==> config.mk <==
export PLATFORM = sky130hd
export DESIGN_NAME = small_dual_port_ram_block
export DESIGN_NICKNAME = d
export VERILOG_FILES = /design/src/common/ram_block_pkg.sv /design/src/common/mem_port_if.sv /design/src/verilog/ram_array.sv /design/src/verilog/small_dual_port_ram_block.sv
export SDC_FILE = /design/constraint.sdc
export NUM_CORES = 2
export LEC_CHECK = 0
export ABC_AREA = 1
export ABC_CLOCK_PERIOD_IN_PS = 7000
export BUFFER_PORTS_ARGS = -buffer_cell sky130_fd_sc_hd__buf_2
export CORE_UTILIZATION = 55
export DETAILED_ROUTE_END_ITERATION = 8
export PLACE_DENSITY = 0.72
export SLEW_MARGIN = 10
export SYNTH_ARGS = -nofsm -noshare
export SYNTH_HDL_FRONTEND = slang
export SYNTH_HIERARCHICAL = 1
export SYNTH_SLANG_ARGS = --single-unit
==> constraint.sdc <==
create_clock -name pclk -period 7 [get_ports pclk]
set_input_delay 1.4 -clock pclk [delete_from_list [all_inputs] [get_ports pclk]]
set_output_delay 1.4 -clock pclk [all_outputs]
set_load 0.005 [all_outputs]
==> src/common/ram_block_pkg.sv <==
// shared constants and types of the small dual-port ram block
package ram_block_pkg;
   // storage geometry
   localparam int total_bits_c = 576;
   localparam int rows_c = 32;
   localparam int row_bits_c = 18;
   localparam int addr_bits_c = 9;
   localparam int row_addr_bits_c = 5;
   localparam int col_bits_c = 5;
   localparam int count_bits_c = 10;
   localparam logic [4:0] lane_data_bits_c = 5'h08; // data bits below each parity bit
   localparam logic [4:0] lane_split_c = 5'h09; // first physical bit of the upper lane
   localparam logic [9:0] depth_narrow_c = 10'h200;
   localparam logic [9:0] depth_w9_c = 10'h040;
   localparam logic [9:0] depth_w18_c = 10'h020;
   // apb map
   localparam int paddr_bits_c = 12;
   localparam logic [11:0] cfg_addr_c = 12'h000;
   localparam logic [11:0] stat_addr_c = 12'h004;
   // config fields
   localparam int cfg_mode_lsb_c = 0;
   localparam int cfg_wwidth_lsb_c = 4;
   localparam int cfg_rwidth_lsb_c = 8;
   localparam int cfg_wsel_bit_c = 12;
   localparam int cfg_rasel_bit_c = 13;
   localparam int cfg_resel_bit_c = 14;
   localparam int cfg_osel_bit_c = 15;
   localparam int cfg_bypass_bit_c = 16;
   localparam logic [31:0] cfg_mask_c = 32'h0001_f777;
   localparam logic [31:0] cfg_reset_c = 32'h0000_0660;
   // status fields
   localparam int stat_count_lsb_c = 0;
   localparam int stat_empty_bit_c = 16;
   localparam int stat_full_bit_c = 17;
   // word organisations and operating modes
   typedef enum logic [2:0] {w1, w2, w4, w8, w9, w16, w18} width_type;
   typedef enum logic [2:0] {mode_sdp, mode_sp, mode_fifo, mode_rom, mode_shift} mode_type;
   // contents loaded at configuration, row r at bits r*18 upward
   localparam logic [total_bits_c-1:0] init_image_c = '0;
endpackage

==> src/common/mem_port_if.sv <==
// port bundle between the block control and its storage array
`timescale 1ns/1ps
interface mem_port_if;
   import ram_block_pkg::*;
   logic we;
   logic [row_addr_bits_c-1:0] waddr;
   logic [row_bits_c-1:0] wdata;
   logic [row_bits_c-1:0] wmask;
   logic re;
   logic rclr;
   logic [row_addr_bits_c-1:0] raddr;
   logic [row_bits_c-1:0] rdata;
   modport ctrl (output we, output waddr, output wdata, output wmask, output re, output rclr, output raddr,
      input rdata);
   modport mem (input we, input waddr, input wdata, input wmask, input re, input rclr, input raddr,
      output rdata);
endinterface

==> src/verilog/ram_array.sv <==
// 32 x 18 storage array with bit write mask and registered read
`timescale 1ns/1ps
module ram_array #(
   parameter logic [ram_block_pkg::total_bits_c-1:0] init_image = '0
) (
   input wire logic clk,
   mem_port_if.mem port
);
   import ram_block_pkg::*;

   logic [row_bits_c-1:0] row_w;
   logic [row_bits_c-1:0] rdata_q = '0;

   // gather one bit column of the preload image
   function automatic logic [rows_c-1:0] column_of(input logic [total_bits_c-1:0] img, input int b);
      logic [rows_c-1:0] c;
      c = '0;
      for (int r = 0; r < rows_c; r++) begin
         c[r] = img[r*row_bits_c+b];
      end
      return c;
   endfunction

   // one column per bit so the mask gates each bit on its own
   for (genvar b = 0; b < row_bits_c; b++) begin : g_col
      logic [rows_c-1:0] col_q = column_of(init_image, b);
      always_ff @(posedge clk) begin
         if (port.we && port.wmask[b]) begin
            col_q[port.waddr] <= port.wdata[b];
         end
      end
      assign row_w[b] = col_q[port.raddr];
   end

   // read register; a same-edge write to the row returns old data
   always_ff @(posedge clk) begin
      if (port.rclr) begin
         rdata_q <= '0;
      end else if (port.re) begin
         rdata_q <= row_w;
      end
   end

   assign port.rdata = rdata_q;
endmodule

==> src/verilog/small_dual_port_ram_block.sv <==
// small 576-bit memory block: ram, rom, fifo and shift register modes with apb configuration
//
// Behaviour
// - 576 storage bits including parity bits
// - word widths 1 to 18 over one array
// - write and read widths may differ, except in fifo and shift modes, which read at the write width
// - sdp, single-port, fifo, rom, shift register modes
// - preloaded contents present before first access
// - input clear immediate, bypassed output at next edge
// - output clear visible at once, no edge
// - write inputs share one selectable clock
// - read address, enable, output each selectable
// - output register bypassable, input registers never
//
// The placing of the registers and register access over APB are this design's own decisions.
`timescale 1ns/1ps
module small_dual_port_ram_block (
   input wire logic pclk,
   input wire logic presetn,
   input wire logic psel,
   input wire logic penable,
   input wire logic pwrite,
   input wire logic [ram_block_pkg::paddr_bits_c-1:0] paddr,
   input wire logic [31:0] pwdata,
   input wire logic [3:0] pstrb,
   output logic pready,
   output logic [31:0] prdata,
   output logic pslverr,
   input wire logic clk_en0,
   input wire logic clk_en1,
   input wire logic in_clr_n,
   input wire logic out_clr_n,
   input wire logic wren,
   input wire logic [ram_block_pkg::row_bits_c-1:0] wdata,
   input wire logic [ram_block_pkg::addr_bits_c-1:0] waddr,
   input wire logic [1:0] byte_en,
   input wire logic rden,
   input wire logic [ram_block_pkg::addr_bits_c-1:0] raddr,
   output logic [ram_block_pkg::row_bits_c-1:0] rd_data,
   output logic fifo_full,
   output logic fifo_empty
);
   import ram_block_pkg::*;

   mem_port_if mport ();

   logic [31:0] cfg_q;
   logic [31:0] prdata_q;
   mode_type mode;
   width_type wwidth;
   width_type rwidth;
   width_type rw_eff;
   logic cfg_write;
   logic in_rst_n;
   logic out_rst_n;
   logic wr_strobe;
   logic ra_strobe;
   logic re_strobe;
   logic out_strobe;
   logic bypass;
   logic wren_q;
   logic [row_bits_c-1:0] wdata_q;
   logic [addr_bits_c-1:0] waddr_q;
   logic [1:0] be_q;
   logic wr_go_q;
   logic [addr_bits_c-1:0] raddr_q;
   logic rden_q;
   logic rd_go_q;
   logic clr_pend_q;
   logic [addr_bits_c-1:0] wptr_q;
   logic [addr_bits_c-1:0] rptr_q;
   logic [count_bits_c-1:0] count_q;
   logic [count_bits_c-1:0] depth;
   logic push;
   logic pop;
   logic shift_go;
   logic do_write;
   logic do_read;
   logic [addr_bits_c-1:0] wa_eff;
   logic [addr_bits_c-1:0] ra_eff;
   logic [9:0] wloc;
   logic [9:0] rloc;
   logic [col_bits_c-1:0] rcol_q;
   width_type rw_q;
   logic [row_bits_c-1:0] wmask_d;
   logic [row_bits_c-1:0] wrow_d;
   logic [row_bits_c-1:0] rd_word;
   logic [row_bits_c-1:0] out_q;

   // bits per word of each organisation
   function automatic logic [4:0] width_of(input width_type w);
      case (w)
         w1: width_of = 5'h01;
         w2: width_of = 5'h02;
         w4: width_of = 5'h04;
         w8: width_of = 5'h08;
         w9: width_of = 5'h09;
         w16: width_of = 5'h10;
         default: width_of = 5'h12;
      endcase
   endfunction

   // shift from word index to bit index for the parity-free widths
   function automatic logic [2:0] lg_of(input width_type w);
      case (w)
         w2: lg_of = 3'h1;
         w4: lg_of = 3'h2;
         w8: lg_of = 3'h3;
         w16: lg_of = 3'h4;
         default: lg_of = 3'h0;
      endcase
   endfunction

   // number of words of each organisation
   function automatic logic [9:0] depth_of(input width_type w);
      case (w)
         w9: depth_of = depth_w9_c;
         w18: depth_of = depth_w18_c;
         default: depth_of = depth_narrow_c >> lg_of(w);
      endcase
   endfunction

   // word address to {row, first column}; parity-free widths count columns without the parity slots
   function automatic logic [9:0] locate(input width_type w, input logic [addr_bits_c-1:0] a);
      logic [12:0] b;
      b = 13'(a) << lg_of(w);
      case (w)
         w9: locate = {a[5:1], a[0] ? lane_split_c : 5'h00};
         w18: locate = {a[4:0], 5'h00};
         default: locate = {b[8:4], 1'b0, b[3:0]};
      endcase
   endfunction

   // physical bit of data bit j; parity-free widths skip the parity slots
   function automatic logic [4:0] phys_bit(input width_type w, input logic [4:0] col, input logic [4:0] j);
      logic [4:0] c;
      c = col + j;
      if (w == w9 || w == w18 || c < lane_data_bits_c) begin
         phys_bit = c;
      end else begin
         phys_bit = c + 5'h01;
      end
   endfunction

   // apb address decode
   function automatic logic is_mapped(input logic [paddr_bits_c-1:0] a);
      is_mapped = (a == cfg_addr_c) || (a == stat_addr_c);
   endfunction

   // configuration fields
   assign mode = mode_type'(cfg_q[cfg_mode_lsb_c +: $bits(mode_type)]);
   assign wwidth = width_type'(cfg_q[cfg_wwidth_lsb_c +: $bits(width_type)]);
   assign rwidth = width_type'(cfg_q[cfg_rwidth_lsb_c +: $bits(width_type)]);
   assign rw_eff = (mode == mode_fifo || mode == mode_shift) ? wwidth : rwidth;
   assign bypass = cfg_q[cfg_bypass_bit_c];

   // apb slave: zero wait states, error on unmapped access
   assign pready = 1'b1;
   assign pslverr = psel && penable && !is_mapped(paddr);
   assign cfg_write = psel && penable && pwrite && (paddr == cfg_addr_c);
   assign prdata = prdata_q;

   // configuration register with byte strobes
   always_ff @(posedge pclk or negedge presetn) begin
      if (!presetn) begin
         cfg_q <= cfg_reset_c;
      end else if (cfg_write) begin
         for (int i = 0; i < 4; i++) begin
            if (pstrb[i]) begin
               cfg_q[i*8 +: 8] <= pwdata[i*8 +: 8] & cfg_mask_c[i*8 +: 8];
            end
         end
      end
   end

   // read data captured in the setup phase so it comes from a flop
   always_ff @(posedge pclk or negedge presetn) begin
      if (!presetn) begin
         prdata_q <= '0;
      end else if (psel && !penable) begin
         prdata_q <= '0;
         if (paddr == cfg_addr_c) begin
            prdata_q <= cfg_q;
         end else if (paddr == stat_addr_c) begin
            prdata_q[stat_count_lsb_c +: count_bits_c] <= count_q;
            prdata_q[stat_empty_bit_c] <= fifo_empty;
            prdata_q[stat_full_bit_c] <= fifo_full;
         end
      end
   end

   // clears; gating the reset is safe as both sources are glitch-free fabric levels
   assign in_rst_n = presetn & in_clr_n;
   assign out_rst_n = presetn & out_clr_n;

   // pick one of the two block clocks for each register group
   assign wr_strobe = cfg_q[cfg_wsel_bit_c] ? clk_en1 : clk_en0;
   assign ra_strobe = cfg_q[cfg_rasel_bit_c] ? clk_en1 : clk_en0;
   assign re_strobe = cfg_q[cfg_resel_bit_c] ? clk_en1 : clk_en0;
   assign out_strobe = cfg_q[cfg_osel_bit_c] ? clk_en1 : clk_en0;

   // write-side input registers, never bypassed
   always_ff @(posedge pclk or negedge in_rst_n) begin
      if (!in_rst_n) begin
         wren_q <= 1'b0;
         wdata_q <= '0;
         waddr_q <= '0;
         be_q <= '0;
         wr_go_q <= 1'b0;
      end else begin
         wr_go_q <= wr_strobe;
         if (wr_strobe) begin
            wren_q <= wren;
            wdata_q <= wdata;
            waddr_q <= waddr;
            be_q <= byte_en;
         end
      end
   end

   // read-side input registers
   always_ff @(posedge pclk or negedge in_rst_n) begin
      if (!in_rst_n) begin
         raddr_q <= '0;
         rden_q <= 1'b0;
         rd_go_q <= 1'b0;
      end else begin
         rd_go_q <= re_strobe;
         if (ra_strobe) begin
            raddr_q <= raddr;
         end
         if (re_strobe) begin
            rden_q <= rden;
         end
      end
   end

   // holds the array read register cleared until the edge after an input clear
   always_ff @(posedge pclk or negedge in_rst_n) begin
      if (!in_rst_n) begin
         clr_pend_q <= 1'b1;
      end else begin
         clr_pend_q <= 1'b0;
      end
   end

   // fifo and shift bookkeeping
   assign depth = depth_of(wwidth);
   assign fifo_full = (mode == mode_fifo) && (count_q == depth);
   assign fifo_empty = (mode != mode_fifo) || (count_q == '0);
   assign push = (mode == mode_fifo) && wr_go_q && wren_q && !fifo_full;
   assign pop = (mode == mode_fifo) && rd_go_q && rden_q && !fifo_empty;
   assign shift_go = (mode == mode_shift) && wr_go_q && wren_q;

   // pointers restart whenever software reconfigures the block
   always_ff @(posedge pclk or negedge in_rst_n) begin
      if (!in_rst_n) begin
         wptr_q <= '0;
         rptr_q <= '0;
         count_q <= '0;
      end else if (cfg_write) begin
         wptr_q <= '0;
         rptr_q <= '0;
         count_q <= '0;
      end else begin
         if (push || shift_go) begin
            wptr_q <= (10'(wptr_q) == depth - 10'h001) ? '0 : wptr_q + 9'h001;
         end
         if (pop) begin
            rptr_q <= (10'(rptr_q) == depth - 10'h001) ? '0 : rptr_q + 9'h001;
         end
         count_q <= count_q + count_bits_c'(push) - count_bits_c'(pop);
      end
   end

   // per-mode choice of access and addresses
   always_comb begin
      wa_eff = waddr_q;
      ra_eff = raddr_q;
      do_write = 1'b0;
      do_read = rd_go_q && rden_q;
      case (mode)
         mode_sdp: begin
            do_write = wr_go_q && wren_q;
         end
         mode_sp: begin
            do_write = wr_go_q && wren_q;
            ra_eff = waddr_q;
         end
         mode_fifo: begin
            do_write = push;
            do_read = pop;
            wa_eff = wptr_q;
            ra_eff = rptr_q;
         end
         mode_rom: begin
            do_write = 1'b0;
         end
         mode_shift: begin
            do_write = shift_go;
            do_read = shift_go;
            wa_eff = wptr_q;
            ra_eff = wptr_q;
         end
         default: begin
            do_write = 1'b0;
            do_read = 1'b0;
         end
      endcase
   end

   // spread the write word over the row; byte enables mask only the lane widths
   always_comb begin
      logic [4:0] p;
      p = '0;
      wloc = locate(wwidth, wa_eff);
      wmask_d = '0;
      wrow_d = '0;
      for (int j = 0; j < row_bits_c; j++) begin
         if (5'(j) < width_of(wwidth)) begin
            p = phys_bit(wwidth, wloc[col_bits_c-1:0], 5'(j));
            wmask_d[p] = (wwidth == w16 || wwidth == w18) ? be_q[p >= lane_split_c] : 1'b1;
            wrow_d[p] = wdata_q[j];
         end
      end
   end

   assign rloc = locate(rw_eff, ra_eff);
   assign mport.we = do_write;
   assign mport.waddr = wloc[9:col_bits_c];
   assign mport.wdata = wrow_d;
   assign mport.wmask = wmask_d;
   assign mport.re = do_read;
   assign mport.rclr = clr_pend_q;
   assign mport.raddr = rloc[9:col_bits_c];

   // remember where the read word sits in the row returned one edge later;
   // only presetn clears it, so an input clear cannot reshuffle a bypassed word before the next edge
   always_ff @(posedge pclk or negedge presetn) begin
      if (!presetn) begin
         rcol_q <= '0;
         rw_q <= w18;
      end else if (do_read) begin
         rcol_q <= rloc[col_bits_c-1:0];
         rw_q <= rw_eff;
      end
   end

   // pick the read word out of the row
   always_comb begin
      rd_word = '0;
      for (int j = 0; j < row_bits_c; j++) begin
         if (5'(j) < width_of(rw_q)) begin
            rd_word[j] = mport.rdata[phys_bit(rw_q, rcol_q, 5'(j))];
         end
      end
   end

   // output register, cleared at power-up and by the output clear
   always_ff @(posedge pclk or negedge out_rst_n) begin
      if (!out_rst_n) begin
         out_q <= '0;
      end else if (out_strobe) begin
         out_q <= rd_word;
      end
   end

   // bypass gives the unregistered path; output clear still forces zero at once
   assign rd_data = bypass ? (out_clr_n ? rd_word : '0) : out_q;

   ram_array #(
      .init_image(init_image_c)
   ) u_array (
      .clk(pclk),
      .port(mport)
   );
endmodule

== After elaboration in Yosys (flattened, before gate mapping) ==
Cells that the tools add are included.

* Add/sub/neg operators: 73
* Bitwise gates (word level): 4
* Order comparisons: 165
* Muxes and demuxes: 375
* Eq/ne operators: 27
* Reduce and logical (&&, ||, !) cells: 114
* Shifts and indexed selects: 3

{| class="wikitable"
|+ Operators with widths
! operator !! number
|-
| 18-bit two-way mux || 38
|-
| 18-bit bitwise mux || 34
|-
| 32-bit bitwise mux || 18
|-
| 5-bit two-way mux || 72
|-
| 5-bit by 6-bit < comparator with 1-bit output, second input constant || 38
|-
| 5-bit by 1-bit adder with 5-bit output, second input constant || 36
|-
| 1-bit binary-select mux with 5-bit select || 36
|-
| 5-bit by 4-bit < comparator with 1-bit output, second input constant || 36
|-
| 1-bit two-way mux || 131
|-
| 1-bit demux with 5-bit select || 19
|-
| 5-bit by 1-bit >= comparator with 1-bit output, second input constant || 19
|-
| 5-bit by 4-bit >= comparator with 1-bit output, second input constant || 18
|-
| 5-bit by 4-bit adder with 5-bit output, second input constant || 16
|-
| 4-bit by 5-bit < comparator with 1-bit output, first input constant || 16
|-
| 9-bit two-way mux || 7
|-
| 10-bit case mux with 2 select lines || 3
|-
| 5-bit case mux with 6 select lines || 2
|-
| 1-bit logical AND || 53
|-
| 1-bit logical OR || 43
|-
| 5-bit by 3-bit adder with 5-bit output, second input constant || 8
|-
| 3-bit by 5-bit < comparator with 1-bit output, first input constant || 8
|-
| 18-bit AND || 2
|-
| 1-bit by 2-bit < comparator with 1-bit output, second input constant || 18
|-
| 3-bit equality test, second input constant || 10
|-
| 34 further kinds || 80
|}

* Output and inout bits: 54
* Flip-flop bits (word level): 723

== Logic depth before layout (Yosys ltp) ==
* Word-level depth: 50
* Mapped depth: 42
* Depth with buffers taken out: 40

== Hierarchy ==
Netlist, hierarchy kept.

{| class="wikitable"
|+ Modules (own cells, without submodules)
! module !! area each (µm²) !! cells an instance !! instances
|-
| ram_array || 26741.9 || 2698 || 1
|-
| small_dual_port_ram_block || 23033.3 || 4368 || 1
|}

== Least setup slack after synthesis ==
No wires, ideal clock.

* Path kind: flip-flop to output port
* Start: reg rcol_q[0]
* End: out rd_data[7] (netlist bit)
* Slack: 2165 ps
* Data required time: 5600 ps
* Stages on the path, launching flop included: 18
* Path buffers: 3
* Arrival: 3435 ps
* Cell sequence: dfrtp_1 clkbuf_1 inv_1 clkbuf_1 buf_1 ha_1 clkinv_1 nor2_1 or2_2 inv_1 o21ai_0 inv_1 o21ai_0 nor2_1 o311ai_0 a31oi_1 a211o_1 o21ai_0

* Word-level cells in the longest chain between the ends: 10

{| class="wikitable"
|+ RTL lines
! item !! RTL line !! source
|-
| from (decl) || small_dual_port_ram_block.sv:83 || <nowiki>logic [col_bits_c-1:0] rcol_q;</nowiki>
|-
| from (signal assigned) || small_dual_port_ram_block.sv:344 || <nowiki>rcol_q <= rloc[col_bits_c-1:0];</nowiki>
|-
| 5-bit by 3-bit adder with 5-bit output * || small_dual_port_ram_block.sv:137 || <nowiki>c = col + j;</nowiki>
|-
| 5-bit by 4-bit < comparator with 1-bit output || small_dual_port_ram_block.sv:138 || <nowiki>if (w == w9 || w == w18 || c < lane_data_bits_c) begin</nowiki>
|-
| 1-bit logical OR || small_dual_port_ram_block.sv:138 ||
|-
| 5-bit two-way mux * || small_dual_port_ram_block.sv:138 ||
|-
| 5-bit two-way mux * || small_dual_port_ram_block.sv:353 || <nowiki>if (5'(j) < width_of(rw_q)) begin</nowiki>
|-
| 1-bit binary-select mux with 5-bit select * || small_dual_port_ram_block.sv:354 || <nowiki>rd_word[j] = mport.rdata[phys_bit(rw_q, rcol_q, 5'(j))];</nowiki>
|-
| 1-bit two-way mux (not written as such) * || small_dual_port_ram_block.sv:354 ||
|-
| 1-bit two-way mux * || small_dual_port_ram_block.sv:353 ||
|-
| 18-bit two-way mux * (2 in a row) || small_dual_port_ram_block.sv:369 || <nowiki>assign rd_data = bypass ? (out_clr_n ? rd_word : '0) : out_q;</nowiki>
|-
| to (decl) || small_dual_port_ram_block.sv:39 || <nowiki>output logic [ram_block_pkg::row_bits_c-1:0] rd_data,</nowiki>
|}

Mark *: on every way between the ends. The rest lies on a longest branch, timed or not. The select of a mux whose other input is x is not followed.

== Final worst setup path ==
* Start: reg rcol_q[2]
* End: out rd_data[13] (netlist bit)

* Word-level cells in the longest chain between the ends: 10

{| class="wikitable"
|+ RTL lines
! item !! RTL line
|-
| 5-bit by 4-bit adder with 5-bit output * || small_dual_port_ram_block.sv:137
|-
| 5-bit by 4-bit < comparator with 1-bit output || small_dual_port_ram_block.sv:138
|-
| 1-bit logical OR || small_dual_port_ram_block.sv:138
|-
| 5-bit two-way mux * || small_dual_port_ram_block.sv:138
|-
| 5-bit two-way mux * || small_dual_port_ram_block.sv:353
|-
| 1-bit binary-select mux with 5-bit select * || small_dual_port_ram_block.sv:354
|-
| 1-bit two-way mux (not written as such) * || small_dual_port_ram_block.sv:354
|-
| 1-bit two-way mux * || small_dual_port_ram_block.sv:353
|-
| 18-bit two-way mux * (2 in a row) || small_dual_port_ram_block.sv:369
|}

Marked as above.

==> reports/metrics.yaml <==
die:
  die_w_um: 303
  initial_core_util_pct: 55.9
  die_area_um2: 91700
  die_y_um: 303
  fp-row-count: 109
  coreArea_um2: 89100
  ioPinCount: 151
power:
  p_sw_mw: 4.91
  pwr_density_cell_nw_per_um2: 248
  switching_share_pct: 36.7
  peakVddDrop_mv: 0.255
  leakage_nw: 22.2
  combPwrFrac_pct: 29.4
  internal_power_mw: 8.48
  seqPwrFrac_pct: 39.3
  clockPowerShare_pct: 31.3
  finalPower_mw: 13.4
clocking:
  cts_resized: 0
  htree_levels: 3
  numCtsBuffers: 80
  insertion_delay_ns: 0.69
  root_buffer: "clkbuf_16"
  clk_pin_slew_ns: 0.05
  clock-sinks: 721
  postCtsHoldBufs: 0
  clockBufferDepth: 3
  post_cts_buffers: 0
  cts_tree: "yes"
synthesis:
  synthCells: 7066
  seq_area_frac_synth_pct: 41.9
  yosys.area.top_type: "edfxtp_1"
  yosysMostFrequentCell: "nand2_1"
  ys_seq_elements: 721
  synth.area.top_cells: "edfxtp_1, nand2_1, nor2_1"
  syn_avg_cell_area_um2: 7.04
  yosysWarnings: 6
  synth_ff_type: "edfxtp_1"
  synth_cell_type_count: 67
  synthArstFlopShare_pct: 17.6
  synth_edf_count: 576
  synth_common_cells: "nand2_1, nor2_1, inv_1, nand3_1, edfxtp_1"
  synth_top_cell_area_share_pct: 34.7
  syn_area_um2: 49800
critical_path:
  arrival_ns: 5.19
  rr_worst_depth: 35
  end_kind: "output pin"
  worstPathMaxFanout: 13
  crit_path_start_kind: "flip-flop"
  worst-r2r-setup-slack_ns: 0.47
  worstSetupPathType: "reg -> out"
  required_ns: 5.60
  r2r_start: "cfg_q[6]"
  cp-startpoint: "rcol_q[2]"
timing:
  fin_worst_skew_ns: 0.0643
  tightest_slew_ns: 1.22
  whs_ns: 0.477
  final_hold_viol_count: 0
  finalCritPeriodShare_pct: 94.2
  rsz0062_at_grt: "false"
  relSlewSlack_pct: 17.7
  finalMaxSlewViolations: 0
  fin_crit_ns: 6.59
  max_freq_mhz: 152
  fin_tns_setup_ns: 0
  setup_viol: 0
  setup_slack_ns: 0.409
routing:
  drtIter0Drc: 6527
  routed_wl_mm: 182
  wire_per_inst_um: 22.1
  drc: 0
  avgViaCountPerCell: 5.98
  firstDrtPassIters: 8
  via_count: 49400
  drtAntennaViolNets: 0
placement:
  place_congestion: 1.03
  placed_cells: 8114
  port_buffers: 115
  pre_cts_slack_ns: 0.700
  place_hpwl_mm: 120
  placed_cell_area_um2: 51300
grt:
  grt_pass1_wl_mm: 267
  grt_antenna_before_repair: 0
  grt_usage_pct: 38.7
  globalRouteOverflowTotal: 0
  grt_pass1_vias: 44300
  grt_max_degree: 147
final_layout:
  layout.core_utilization_pct: 60.6
  antenna_cells: 0
  drive_gt1_share_pct: 9.26
  stdcell_count: 8259
  syn_to_final_growth_pct: 8.35
  finish.instance_area_um2: 53900
  nets: 7181
worst_hold_path:
  hp-class: "reg -> reg"
  worstHoldStart: "wptr_q[5]"
  whs_path_depth: 1
run_status:
  status: "finished clean"
job:
  drv_cap: 0
[state kept, by name, summed over array words and instances (netlist names)]
signal / cells
cfg_q: 14
rcol_q: 4
wren_q: 1
count_q: 10
u_array/g_col.col_q: 576
clr_pend_q: 1
prdata: 17
wptr_q: 9
wr_go_q: 1
rptr_q: 9
rden_q: 1
rw_q: 3
wdata_q: 18
u_array/port.rdata: 18
rd_go_q: 1
raddr_q: 9
waddr_q: 9
out_q: 18
be_q: 2
[path summary, 6_finish.rpt]
check                                         endpoint
min reg2reg                                  wptr_q[5]
min in group asynchronous                   raddr_q[6]
max reg2reg                u_array/g_col[14].col_q[10]
max                                        rd_data[13]
min                                          wptr_q[5]
max in group asynchronous                    wptr_q[8]
[kinds of logic (layout without fill, tap and decap cells)]
group                      count (synthesis)  after routing  share of synthesized area [%]
xor gates and xnor gates                  55             55                          0.998
DFF                                      721            721                           41.9
adders and majority gates                 53             53                           1.35
muxes                                     17             17                          0.385
other                                      2             17                         0.0151
and+or+nand+nor                         3979           3979                           34.0
buffers and inverters                   1126           1139                           9.15
AOI/OAI and AO/OA                       1113           1113                           12.3
[metal layers]
| metal | vias up | GRT usage (%) | wire, um |
|---|---|---|---|
| met3 | 501 | 5.61 | 18300 |
| met1 | 23000 | 51.5 | 70900 |
| li1 | 23100 | - | - |
| met4 | 0 | 21.5 | 10500 |
| met2 | 2791 | 60.8 | 82600 |
| met5 | - | 0 | 0 |
[layout make-up]
class,count,area (um^2)
fillers,8267,35100
multi-input cells,5234,24500
flip-flops and latches,721,20800
inverters,768,2900
clock buffers,91,2060
repair buffers,226,1610
well taps,1165,1460
clock inverters,54,528
[critical path, cell delays in order, from the launching register on]
cell and delay, ns:
dfrtp_1 0.32, buf_4 0.22, clkinv_1 0.19, buf_4 0.25, ha_1 0.19, nand2_1 0.08, nand2_1 0.07, xor2_1 0.18
inv_1 0.14, nor2_1 0.09, o21ai_0 0.95, inv_1 0.37, o21ai_0 0.28, o21ai_0 0.11, o2111ai_1 0.20, a31oi_1 0.11
a21oi_1 0.25, nand2_1 0.21, o21ai_0 0.21, buf_2 0.15
[placed cells by master, fill, tap and decap left out, types with 9 or more instances in the layout]
master / n
nand2_2: 54
a211oi_1: 10
buf_12: 16
clkinv_2: 22
clkbuf_1: 9
inv_1: 693
nand4_1: 48
ha_1: 52
nor2_1: 1032
or2_2: 10
nor2_2: 91
conb_1: 17
inv_2: 48
buf_2: 115
a22oi_1: 10
o22ai_1: 56
a21oi_1: 368
nand2_1: 1937
o2111ai_1: 16
nand3_2: 13
nand3_1: 670
clkinv_1: 36
a31oi_1: 19
edfxtp_1: 576
nor3_1: 54
xnor2_1: 9
xor2_1: 44
o211ai_1: 27
o221ai_1: 14
o21ai_0: 480
clkbuf_16: 80
buf_4: 95
mux2_2: 17
nand2_4: 21
dfrtp_1: 120
dfxtp_1: 18
o21ai_1: 49
[power by group through the flow]
stage,Sequential (mW),Clock (mW),Combinational [mW]
final,5.27,4.19,3.94
after global placement,5.35,0,3.75
after detailed placement,5.35,0,3.80
after floorplan,5.33,0,2.38
after CTS,5.26,4.22,3.82
after global routing,5.27,4.37,4.24
(Power assumes the default switching activity.)
